$ cat src/shared/intc_map.svh
// Purpose: register offsets, field positions and fixed values of the
//          interrupt priority controller
// Assumes: word-addressed plain register port, 16-bit data
// Notes:   definitions only
`ifndef INTC_MAP_SVH
`define INTC_MAP_SVH

// ----------------------------------------------------------------------
// sizes
// ----------------------------------------------------------------------
`define USR_NUM        8
`define TRAP_NUM       4
`define CAND_NUM       12
`define STACK_DEPTH    16
`define STACK_PW       5
`define TDIS_W         14

// ----------------------------------------------------------------------
// register offsets (word index)
// ----------------------------------------------------------------------
`define ADR_PRI_EXT2   5'h00
`define ADR_PRI_SERR   5'h01
`define ADR_PRI_LAST   5'h07
`define ADR_FLAG       5'h08
`define ADR_ENABLE     5'h09
`define ADR_CTRL_ONE   5'h0a
`define ADR_STATUS     5'h0b

// ----------------------------------------------------------------------
// fields and values
// ----------------------------------------------------------------------
`define PRI_MSB        6
`define PRI_LSB        4
`define PRI_RESET      3'h4
`define PRI_OFF        3'h0
`define NEST_BIT       15
`define TRAP_MSB       3
`define LVL_MSB        11
`define LVL_LSB        8
`define VEC_MSB        6
`define VEC_LSB        0
`define LEVEL_ZERO     4'h0
`define LEVEL_USER_TOP 4'h7
`define TRAP_TOP_LEVEL 4'hf
`define USER_CODE_BASE 7'h04
`define WORD_ZERO      16'h0000

`endif

$ cat src/shared/intc_pkg.sv
// Purpose: shared types of the interrupt priority controller
// Assumes: nothing
// Notes:   constants live in intc_map.svh
`default_nettype none

package intc_pkg;
  typedef logic [3:0]  level_type;
  typedef logic [2:0]  prio_type;
  typedef logic [6:0]  vec_code_type;
  typedef logic [15:0] word_type;
  typedef logic [4:0]  addr_type;
  typedef logic [7:0]  slb_type;
  typedef logic [27:0] ctx_type;
  typedef enum logic [2:0] {
    SEL_NONE   = 3'b000,
    SEL_PRI    = 3'b001,
    SEL_FLAG   = 3'b010,
    SEL_ENABLE = 3'b011,
    SEL_CTRL   = 3'b100,
    SEL_STATUS = 3'b101
  } reg_sel_type;
endpackage : intc_pkg

`default_nettype wire

$ cat src/hdl/level_picker.sv
// Purpose: choose the highest-level candidate among pending sources
// Assumes: candidate index order equals vector code order
// Notes:   purely combinational
`default_nettype none
`include "intc_map.svh"

module level_picker (
  input  wire logic                cand_in [`CAND_NUM],
  input  wire intc_pkg::level_type lvl_in  [`CAND_NUM],
  output logic                     found_out,
  output intc_pkg::level_type      level_out,
  output logic [3:0]               idx_out
);
  import intc_pkg::*;

  always_comb begin
    found_out = 1'b0;
    level_out = `LEVEL_ZERO;
    idx_out   = 4'h0;
    for (int k = 0; k < `CAND_NUM; k++) begin
      // strict compare: on a tie the lower code already held wins
      if (cand_in[k]
          && (!found_out || lvl_in[k] > level_out)) begin
        found_out = 1'b1;
        level_out = lvl_in[k];
        idx_out   = 4'(k);
      end
    end
  end
endmodule : level_picker

`default_nettype wire

$ cat src/hdl/ctx_stack.sv
// Purpose: saved context (pc, status low byte, old level) per nesting
// Assumes: caller never pushes when full nor pops when empty
// Notes:   entries themselves are memory, only the pointer is reset
`default_nettype none
`include "intc_map.svh"

module ctx_stack (
  input  wire logic              core_clk_in,
  input  wire logic              rstn_in,
  input  wire logic              push_in,
  input  wire logic              pop_in,
  input  wire intc_pkg::ctx_type data_in,
  output intc_pkg::ctx_type      top_out,
  output logic                   empty_out,
  output logic                   full_out
);
  import intc_pkg::*;

  ctx_type               mem [`STACK_DEPTH];
  logic [`STACK_PW-1:0]  ptr_r;

  assign empty_out = (ptr_r == '0);
  assign full_out  = (ptr_r == `STACK_PW'(`STACK_DEPTH));
  assign top_out   = mem[4'(ptr_r - 1'b1)];

  always_ff @(posedge core_clk_in or negedge rstn_in) begin
    if (!rstn_in) begin
      ptr_r <= '0;
    end else if (push_in && !full_out) begin
      ptr_r <= ptr_r + 1'b1;
    end else if (pop_in && !empty_out) begin
      ptr_r <= ptr_r - 1'b1;
    end
  end

  always_ff @(posedge core_clk_in) begin
    if (push_in && !full_out) begin
      mem[4'(ptr_r)] <= data_in;
    end
  end
endmodule : ctx_stack

`default_nettype wire

$ cat src/hdl/intc_core.sv
// Purpose: interrupt priority, flag/enable gating and level tracking
// Assumes: peripheral events and core handshakes are on core_clk_in
// Notes:   ext_pin2_in is an asynchronous pin, synchronised here
`default_nettype none
`include "intc_map.svh"

module intc_core (
  input  wire logic                   core_clk_in,
  input  wire logic                   rstn_in,
  input  wire intc_pkg::addr_type     reg_addr_in,
  input  wire intc_pkg::word_type     reg_wdata_in,
  input  wire logic                   reg_wr_in,
  input  wire logic                   reg_rd_in,
  output intc_pkg::word_type          reg_rdata_out,
  input  wire logic [`USR_NUM-1:0]    src_event_in,
  input  wire logic                   ext_pin2_in,
  input  wire logic [`TRAP_NUM-1:0]   trap_event_in,
  input  wire logic                   irq_ack_in,
  input  wire intc_pkg::word_type     pc_in,
  input  wire intc_pkg::slb_type      slb_in,
  input  wire logic                   ret_in,
  input  wire logic                   level_wr_in,
  input  wire intc_pkg::level_type    level_in,
  input  wire logic                   tdis_start_in,
  input  wire logic [`TDIS_W-1:0]     tdis_count_in,
  output logic                        irq_req_out,
  output intc_pkg::vec_code_type      irq_vector_out,
  output intc_pkg::level_type         irq_level_out,
  output intc_pkg::level_type         cpu_level_out,
  output logic                        tdis_active_out,
  output logic                        restore_valid_out,
  output intc_pkg::word_type          restore_pc_out,
  output intc_pkg::slb_type           restore_slb_out
);
  import intc_pkg::*;

  // --------------------------------------------------------------------
  // state
  // --------------------------------------------------------------------
  prio_type              pri_r [`USR_NUM];
  logic [`USR_NUM-1:0]   user_flag_r;
  logic [`USR_NUM-1:0]   en_r;
  logic [`TRAP_NUM-1:0]  trap_flag_r;
  logic                  nest_dis_r;
  level_type             cpu_level_r;
  logic [`TDIS_W-1:0]    tdis_cnt_r;
  logic [2:0]            pin_sync_r;
  logic                  irq_req_r;
  vec_code_type          irq_vec_r;
  level_type             irq_lvl_r;
  word_type              rdata_r;
  logic                  restore_valid_r;
  word_type              restore_pc_r;
  slb_type               restore_slb_r;
  logic                  tdis_active_r;

  logic                  cand [`CAND_NUM];
  level_type             cand_lvl [`CAND_NUM];
  logic                  pick_found;
  level_type             pick_level;
  logic [3:0]            pick_idx;
  ctx_type               stack_top;
  logic                  stack_empty;
  logic                  stack_full;
  logic                  take;
  logic                  pop;
  logic                  tdis_blk;
  logic                  pin_rise;
  reg_sel_type           sel;
  logic [`USR_NUM-1:0]   user_set;

  // --------------------------------------------------------------------
  // register decode
  // --------------------------------------------------------------------
  function automatic reg_sel_type decode(input addr_type a);
    if (a <= `ADR_PRI_LAST) begin
      decode = SEL_PRI;
    end else if (a == `ADR_FLAG) begin
      decode = SEL_FLAG;
    end else if (a == `ADR_ENABLE) begin
      decode = SEL_ENABLE;
    end else if (a == `ADR_CTRL_ONE) begin
      decode = SEL_CTRL;
    end else if (a == `ADR_STATUS) begin
      decode = SEL_STATUS;
    end else begin
      decode = SEL_NONE;
    end
  endfunction : decode

  assign sel = decode(reg_addr_in);

  // --------------------------------------------------------------------
  // external pin 2 synchroniser, rising edge sets the source 0 flag
  // --------------------------------------------------------------------
  always_ff @(posedge core_clk_in or negedge rstn_in) begin
    if (!rstn_in) begin
      pin_sync_r <= 3'h0;
    end else begin
      pin_sync_r <= {pin_sync_r[1:0], ext_pin2_in};
    end
  end

  assign pin_rise = pin_sync_r[1] & ~pin_sync_r[2];
  assign user_set = src_event_in | {{(`USR_NUM-1){1'b0}}, pin_rise};

  // --------------------------------------------------------------------
  // priority registers, field at bits 6-4 only
  // --------------------------------------------------------------------
  for (genvar i = 0; i < `USR_NUM; i++) begin : g_pri
    always_ff @(posedge core_clk_in or negedge rstn_in) begin
      if (!rstn_in) begin
        pri_r[i] <= `PRI_RESET;
      end else if (reg_wr_in && sel == SEL_PRI
                   && reg_addr_in[2:0] == 3'(i)) begin
        pri_r[i] <= reg_wdata_in[`PRI_MSB:`PRI_LSB];
      end
    end
  end

  // --------------------------------------------------------------------
  // flags: write one to clear, a new event beats the clear
  // --------------------------------------------------------------------
  always_ff @(posedge core_clk_in or negedge rstn_in) begin
    if (!rstn_in) begin
      user_flag_r <= '0;
    end else if (reg_wr_in && sel == SEL_FLAG) begin
      user_flag_r <= (user_flag_r & ~reg_wdata_in[`USR_NUM-1:0])
                     | user_set;
    end else begin
      user_flag_r <= user_flag_r | user_set;
    end
  end

  always_ff @(posedge core_clk_in or negedge rstn_in) begin
    if (!rstn_in) begin
      en_r <= '0;
    end else if (reg_wr_in && sel == SEL_ENABLE) begin
      en_r <= reg_wdata_in[`USR_NUM-1:0];
    end
  end

  always_ff @(posedge core_clk_in or negedge rstn_in) begin
    if (!rstn_in) begin
      trap_flag_r <= '0;
      nest_dis_r  <= 1'b0;
    end else if (reg_wr_in && sel == SEL_CTRL) begin
      trap_flag_r <= (trap_flag_r & ~reg_wdata_in[`TRAP_MSB:0])
                     | trap_event_in;
      nest_dis_r  <= reg_wdata_in[`NEST_BIT];
    end else begin
      trap_flag_r <= trap_flag_r | trap_event_in;
    end
  end

  // --------------------------------------------------------------------
  // timed disable of levels 1-6
  // --------------------------------------------------------------------
  assign tdis_blk = (tdis_cnt_r != '0);

  always_ff @(posedge core_clk_in or negedge rstn_in) begin
    if (!rstn_in) begin
      tdis_cnt_r    <= '0;
      tdis_active_r <= 1'b0;
    end else if (tdis_start_in) begin
      tdis_cnt_r    <= tdis_count_in;
      tdis_active_r <= (tdis_count_in != '0);
    end else if (tdis_blk) begin
      tdis_cnt_r    <= tdis_cnt_r - 1'b1;
      tdis_active_r <= (tdis_cnt_r != `TDIS_W'(1));
    end
  end

  // --------------------------------------------------------------------
  // candidates: traps take codes 0-3, user sources follow
  // --------------------------------------------------------------------
  always_comb begin
    for (int t = 0; t < `TRAP_NUM; t++) begin
      cand_lvl[t] = `TRAP_TOP_LEVEL - 4'(t);
      // only a CPU level at or above the trap's own level holds it off
      cand[t] = trap_flag_r[t] && (cand_lvl[t] > cpu_level_r);
    end
    for (int u = 0; u < `USR_NUM; u++) begin
      cand_lvl[`TRAP_NUM+u] = {1'b0, pri_r[u]};
      cand[`TRAP_NUM+u] =
        user_flag_r[u] && en_r[u]
        && (pri_r[u] != `PRI_OFF)
        && ({1'b0, pri_r[u]} > cpu_level_r)
        && !(tdis_blk && {1'b0, pri_r[u]} < `LEVEL_USER_TOP)
        && !(nest_dis_r && !stack_empty);
    end
  end

  level_picker level_picker_i (
    .cand_in   (cand),
    .lvl_in    (cand_lvl),
    .found_out (pick_found),
    .level_out (pick_level),
    .idx_out   (pick_idx)
  );

  // --------------------------------------------------------------------
  // core handshake and level tracking
  // --------------------------------------------------------------------
  assign take = irq_ack_in && irq_req_r && !stack_full;
  assign pop  = ret_in && !stack_empty && !take;

  ctx_stack ctx_stack_i (
    .core_clk_in (core_clk_in),
    .rstn_in     (rstn_in),
    .push_in     (take),
    .pop_in      (pop),
    .data_in     ({pc_in, slb_in, cpu_level_r}),
    .top_out     (stack_top),
    .empty_out   (stack_empty),
    .full_out    (stack_full)
  );

  always_ff @(posedge core_clk_in or negedge rstn_in) begin
    if (!rstn_in) begin
      cpu_level_r <= `LEVEL_ZERO;
    end else if (take) begin
      cpu_level_r <= irq_lvl_r;
    end else if (pop) begin
      cpu_level_r <= stack_top[3:0];
    end else if (level_wr_in) begin
      cpu_level_r <= level_in;
    end
  end

  always_ff @(posedge core_clk_in or negedge rstn_in) begin
    if (!rstn_in) begin
      restore_valid_r <= 1'b0;
      restore_pc_r    <= `WORD_ZERO;
      restore_slb_r   <= 8'h00;
    end else begin
      restore_valid_r <= pop;
      if (pop) begin
        restore_pc_r  <= stack_top[27:12];
        restore_slb_r <= stack_top[11:4];
      end
    end
  end

  // a level change or register write makes the last pick stale, so drop
  // it one cycle: an ack then could take a source just disabled
  always_ff @(posedge core_clk_in or negedge rstn_in) begin
    if (!rstn_in) begin
      irq_req_r <= 1'b0;
      irq_vec_r <= 7'h00;
      irq_lvl_r <= `LEVEL_ZERO;
    end else begin
      irq_req_r <= pick_found && !irq_ack_in && !ret_in && !reg_wr_in
                   && !level_wr_in && !tdis_start_in;
      irq_vec_r <= pick_found ? 7'(pick_idx) : 7'h00;
      irq_lvl_r <= pick_level;
    end
  end

  // --------------------------------------------------------------------
  // register read, data stand for one cycle only
  // --------------------------------------------------------------------
  always_ff @(posedge core_clk_in or negedge rstn_in) begin
    if (!rstn_in) begin
      rdata_r <= `WORD_ZERO;
    end else if (!reg_rd_in) begin
      rdata_r <= `WORD_ZERO;
    end else if (sel == SEL_PRI) begin
      rdata_r <= {9'h000, pri_r[reg_addr_in[2:0]], 4'h0};
    end else if (sel == SEL_FLAG) begin
      rdata_r <= {8'h00, user_flag_r};
    end else if (sel == SEL_ENABLE) begin
      rdata_r <= {8'h00, en_r};
    end else if (sel == SEL_CTRL) begin
      rdata_r <= {nest_dis_r, 11'h000, trap_flag_r};
    end else if (sel == SEL_STATUS) begin
      rdata_r <= {4'h0, cpu_level_r, 1'b0, irq_vec_r};
    end else begin
      rdata_r <= `WORD_ZERO;
    end
  end

  assign reg_rdata_out     = rdata_r;
  assign irq_req_out       = irq_req_r;
  assign irq_vector_out    = irq_vec_r;
  assign irq_level_out     = irq_lvl_r;
  assign cpu_level_out     = cpu_level_r;
  assign tdis_active_out   = tdis_active_r;
  assign restore_valid_out = restore_valid_r;
  assign restore_pc_out    = restore_pc_r;
  assign restore_slb_out   = restore_slb_r;
endmodule : intc_core

`default_nettype wire

$ cat config.mk
export PLATFORM = sky130hd
export DESIGN_NAME = intc_core
export DESIGN_NICKNAME = d
export VERILOG_FILES = /design/src/shared/intc_pkg.sv /design/src/hdl/level_picker.sv /design/src/hdl/ctx_stack.sv /design/src/hdl/intc_core.sv
export VERILOG_INCLUDE_DIRS = /design/src /design/src/shared
export SDC_FILE = /design/constraint.sdc
export NUM_CORES = 1
export LEC_CHECK = 0
export ABC_AREA = 1
export BUFFER_PORTS_ARGS = -buffer_cell sky130_fd_sc_hd__buf_2
export CORE_MARGIN = 2
export CORE_UTILIZATION = 61
export DETAILED_ROUTE_END_ITERATION = 12
export HOLD_SLACK_MARGIN = 0.02
export PLACE_DENSITY_LB_ADDON = 0.08
export SLEW_MARGIN = 20
export SYNTH_ARGS = -nofsm -noshare
export SYNTH_HDL_FRONTEND = slang
export SYNTH_SLANG_ARGS = --single-unit
$ cat constraint.sdc
create_clock -name core_clk_in -period 11.3 [get_ports core_clk_in]
set_input_delay 1.13 -clock core_clk_in [delete_from_list [all_inputs] [get_ports core_clk_in]]
set_output_delay 1.13 -clock core_clk_in [all_outputs]
set_load 0.05 [all_outputs]
==> impl_metrics.ini <==
[critical_path]
required_ns = 11.76
cp_max_fo = 22
crit_slowest_cell = dfrtp_1
arrival_ns = 10.63
worst_path_most_repeated_cell = nand2_1
critPathMaxStageDelay_ns = 0.85
critPathKind = reg2reg
regToRegSetupSlack_ns = 1.13
crit_path_end_kind = flip-flop
critPathLaunchType = flip-flop

[logic_synthesis]
synth_edf_count = 448
ys_types = 55
ys.warnings.count = 0
synthArstFlopShare_pct = 21.0
synth.avg_cell_area_sq_um = 11.7
synth-seq-area-share_pct = 67.6
syn-instance-count = 2082
netlist_area_sq_um = 24300
ys.flop_type = edfxtp_1
postSynthRegisterBits = 567

[clock_tree]
cts_buffer_depth = 3
clkSlewWorstSetupHoldPaths_ns = 0.06
hold_buffers = 0
cts_buffers = 55
cts_sinks = 567
cts-root-buf = clkbuf_16
clk_latency_ns = 0.62
cts_tree = built
h-tree-depth = 2

[grt]
grt_overflow_total = 0
grt_max_degree = 99
antenna_found_initial = 5
grtUsageTotal_pct = 30.8
grt_pass1_wl_um = 96900
grt_pass1_vias = 17087

[placement]
gp_congestion = 0.947
place_hpwl_um = 35400
pre_cts_ws_ns = 0.775
port_buffers = 128
dpl-instance-area_sq_um = 25600

[drt]
drc = 0
drt_first_pass_iters = 5
drt_iter0_drc = 1876
vias_per_cell = 6.24
route.detailed.wl_per_inst_um = 22.8
wl_um = 63300
antenna_left = 0
vias = 17311

[power]
p_comb_share_pct = 38.8
pwr-share-clk_pct = 24.9
leakage_uw = 0.0101
switching_share_pct = 40.5
power_frac_seq_pct = 36.3
ir_worst_vdd_mv = 0.247
power.density_nw_per_um2 = 255
power.internal_uw = 4170
p_switching_uw = 2830

[floorplanning]
die_h_um = 204
num_rows = 73
design.core.area_sq_um = 39500
fp.dieW_um = 204
pin_count = 142
dieArea_sq_um = 41500
start_util_pct = 61.5

[sta]
setup_ws_ns = 1.13
hold_ws_ns = 0.351
worstMarginPinSlew_ns = 1.01
slew_violations = 0
clock.fmax_mhz = 98.3
period_share_pct = 90.0
slew_headroom_pct = 32.5
min_period_ns = 10.17
hold_violations = 0
setup_viol = 0
clock_skew_ns = 0.0200

[cells_and_area]
fin_nets = 2335
layout_common_cells = edfxtp_1, nor2_1, o21ai_0
final_area_sq_um = 27400
area_delta_synth_final_pct = 12.6
post-route-util_pct = 69.3
final_common_cell = edfxtp_1
fillers = 2852
drive_gt1_share_pct = 14.2

[run_status]
status = finished, final reports clean

[flow_run]
max_cap_viol_count = 0

[min_path]
hp-class = reg2reg
## logic make-up (layout without fill, tap and decap cells)
logic type	after synthesis	after routing	share of synthesized area (%)
xor gates and xnor gates	14	14	0.504
other	1	9	0.0154
DFF	567	567	67.6
muxes	2	2	0.0925
adders and majority gates	52	52	2.67
AOI/OAI and AO/OA	517	517	13.2
buffers and inverters	234	393	3.76
and+or+nand+nor	695	695	12.1
## cell usage after synthesis, drive strengths merged (4+ instances only)
cell,instances,share of area [%]
clkbuf,90,1.4
o21ai,293,6.1
o31ai,4,0.12
a2111oi,6,0.27
a221oi,5,0.18
o211ai,14,0.43
inv,120,1.9
edfxtp,448,55
o21bai,8,0.25
nor2,345,5.4
buf,18,0.38
ha,52,2.7
nand4,9,0.23
a21oi,18,0.39
nand2,191,3.1
dfrtp,111,11
xor2,11,0.40
clkinv,6,0.14
and2,7,0.18
o22ai,16,0.41
nand3,114,2.5
a31oi,33,0.85
o221ai,107,3.9
nor3,23,0.53
dfstp,8,0.86
## per-stage QoR
| stage | power, uW | TNS [ns] | cells |
|---|---|---|---|
| floorplan | 4370 | 0 | 2087 |
| global placement | 5120 | 0 | 2663 |
| detailed placement | 5220 | 0 | 2663 |
| CTS | 6950 | 0 | 2767 |
| global route | 7350 | -0.00872 | 2772 |
| finish | 7000 | 0 | 2774 |
## power by group through the flow
stage	Sequential, uW	Combinational [uW]	Clock, uW
floorplan	2720	1650	0
global placement	2590	2530	0
detailed placement	2590	2620	0
CTS	2550	2640	1760
global route	2550	2960	1840
finish	2540	2720	1740
## per-layer routing
metal  GRT usage (%)  vias to the layer above  share of wire, %
li1                -                     7844                 -
met1            41.7                     8484                40
met2            50.5                      826                48
met3            4.43                      153               7.7
met4            13.3                        4               3.9
met5               0                        -             0.044
## state kept, by name, indices dropped and copies added, names as in the netlist, 8 cells and up
| name | flops |
|---|---|
| restore_pc_out | 16 |
| restore_slb_out | 8 |
| en_r | 8 |
| tdis_cnt_r | 14 |
| user_flag_r | 8 |
| reg_rdata_out | 13 |
| ctx_stack_i.mem | 448 |
| cand_lvl | 24 |
## critical path, delay by kind of cell (launching register included)
family	cells	cell delay, ns
adder cells (fa/ha/maj)	7	1.92
buffers and inverters	9	0.80
AO/OA/AOI/OAI	13	1.97
flip-flops	1	0.85
AND/OR/NAND/NOR	44	4.46
## layout make-up
cell class | count | area, sq um | share of cell area (%)
antenna | 3 | 7.51 | 0.0274
clock buffer | 82 | 1560 | 5.69
clock inverter | 22 | 148 | 0.539
inverter | 126 | 500 | 1.83
multi-input combinational | 1286 | 7160 | 26.1
sequential | 567 | 16400 | 60.0
tap | 525 | 657 | 2.40
timing repair buffer | 163 | 930 | 3.39
## timing repair
action,in CTS,in global routing
gates resized for setup,0,7
setup endpoints to repair,0,7
buffers inserted,0,4
hold endpoints to repair,0,0
## worst paths after layout
path,endpoint,depth (start not counted),from
max,irq_vector_out[2],73,cpu_level_out[3]
min,pin_sync_r[1],0,pin_sync_r[0]
max reg2reg,irq_vector_out[2],73,cpu_level_out[3]
min reg2reg,pin_sync_r[1],0,pin_sync_r[0]
max in group asynchronous,cpu_level_out[1],2,rstn_in
min in group asynchronous,restore_pc_out[8],1,rstn_in
(Power assumes the default switching activity.)
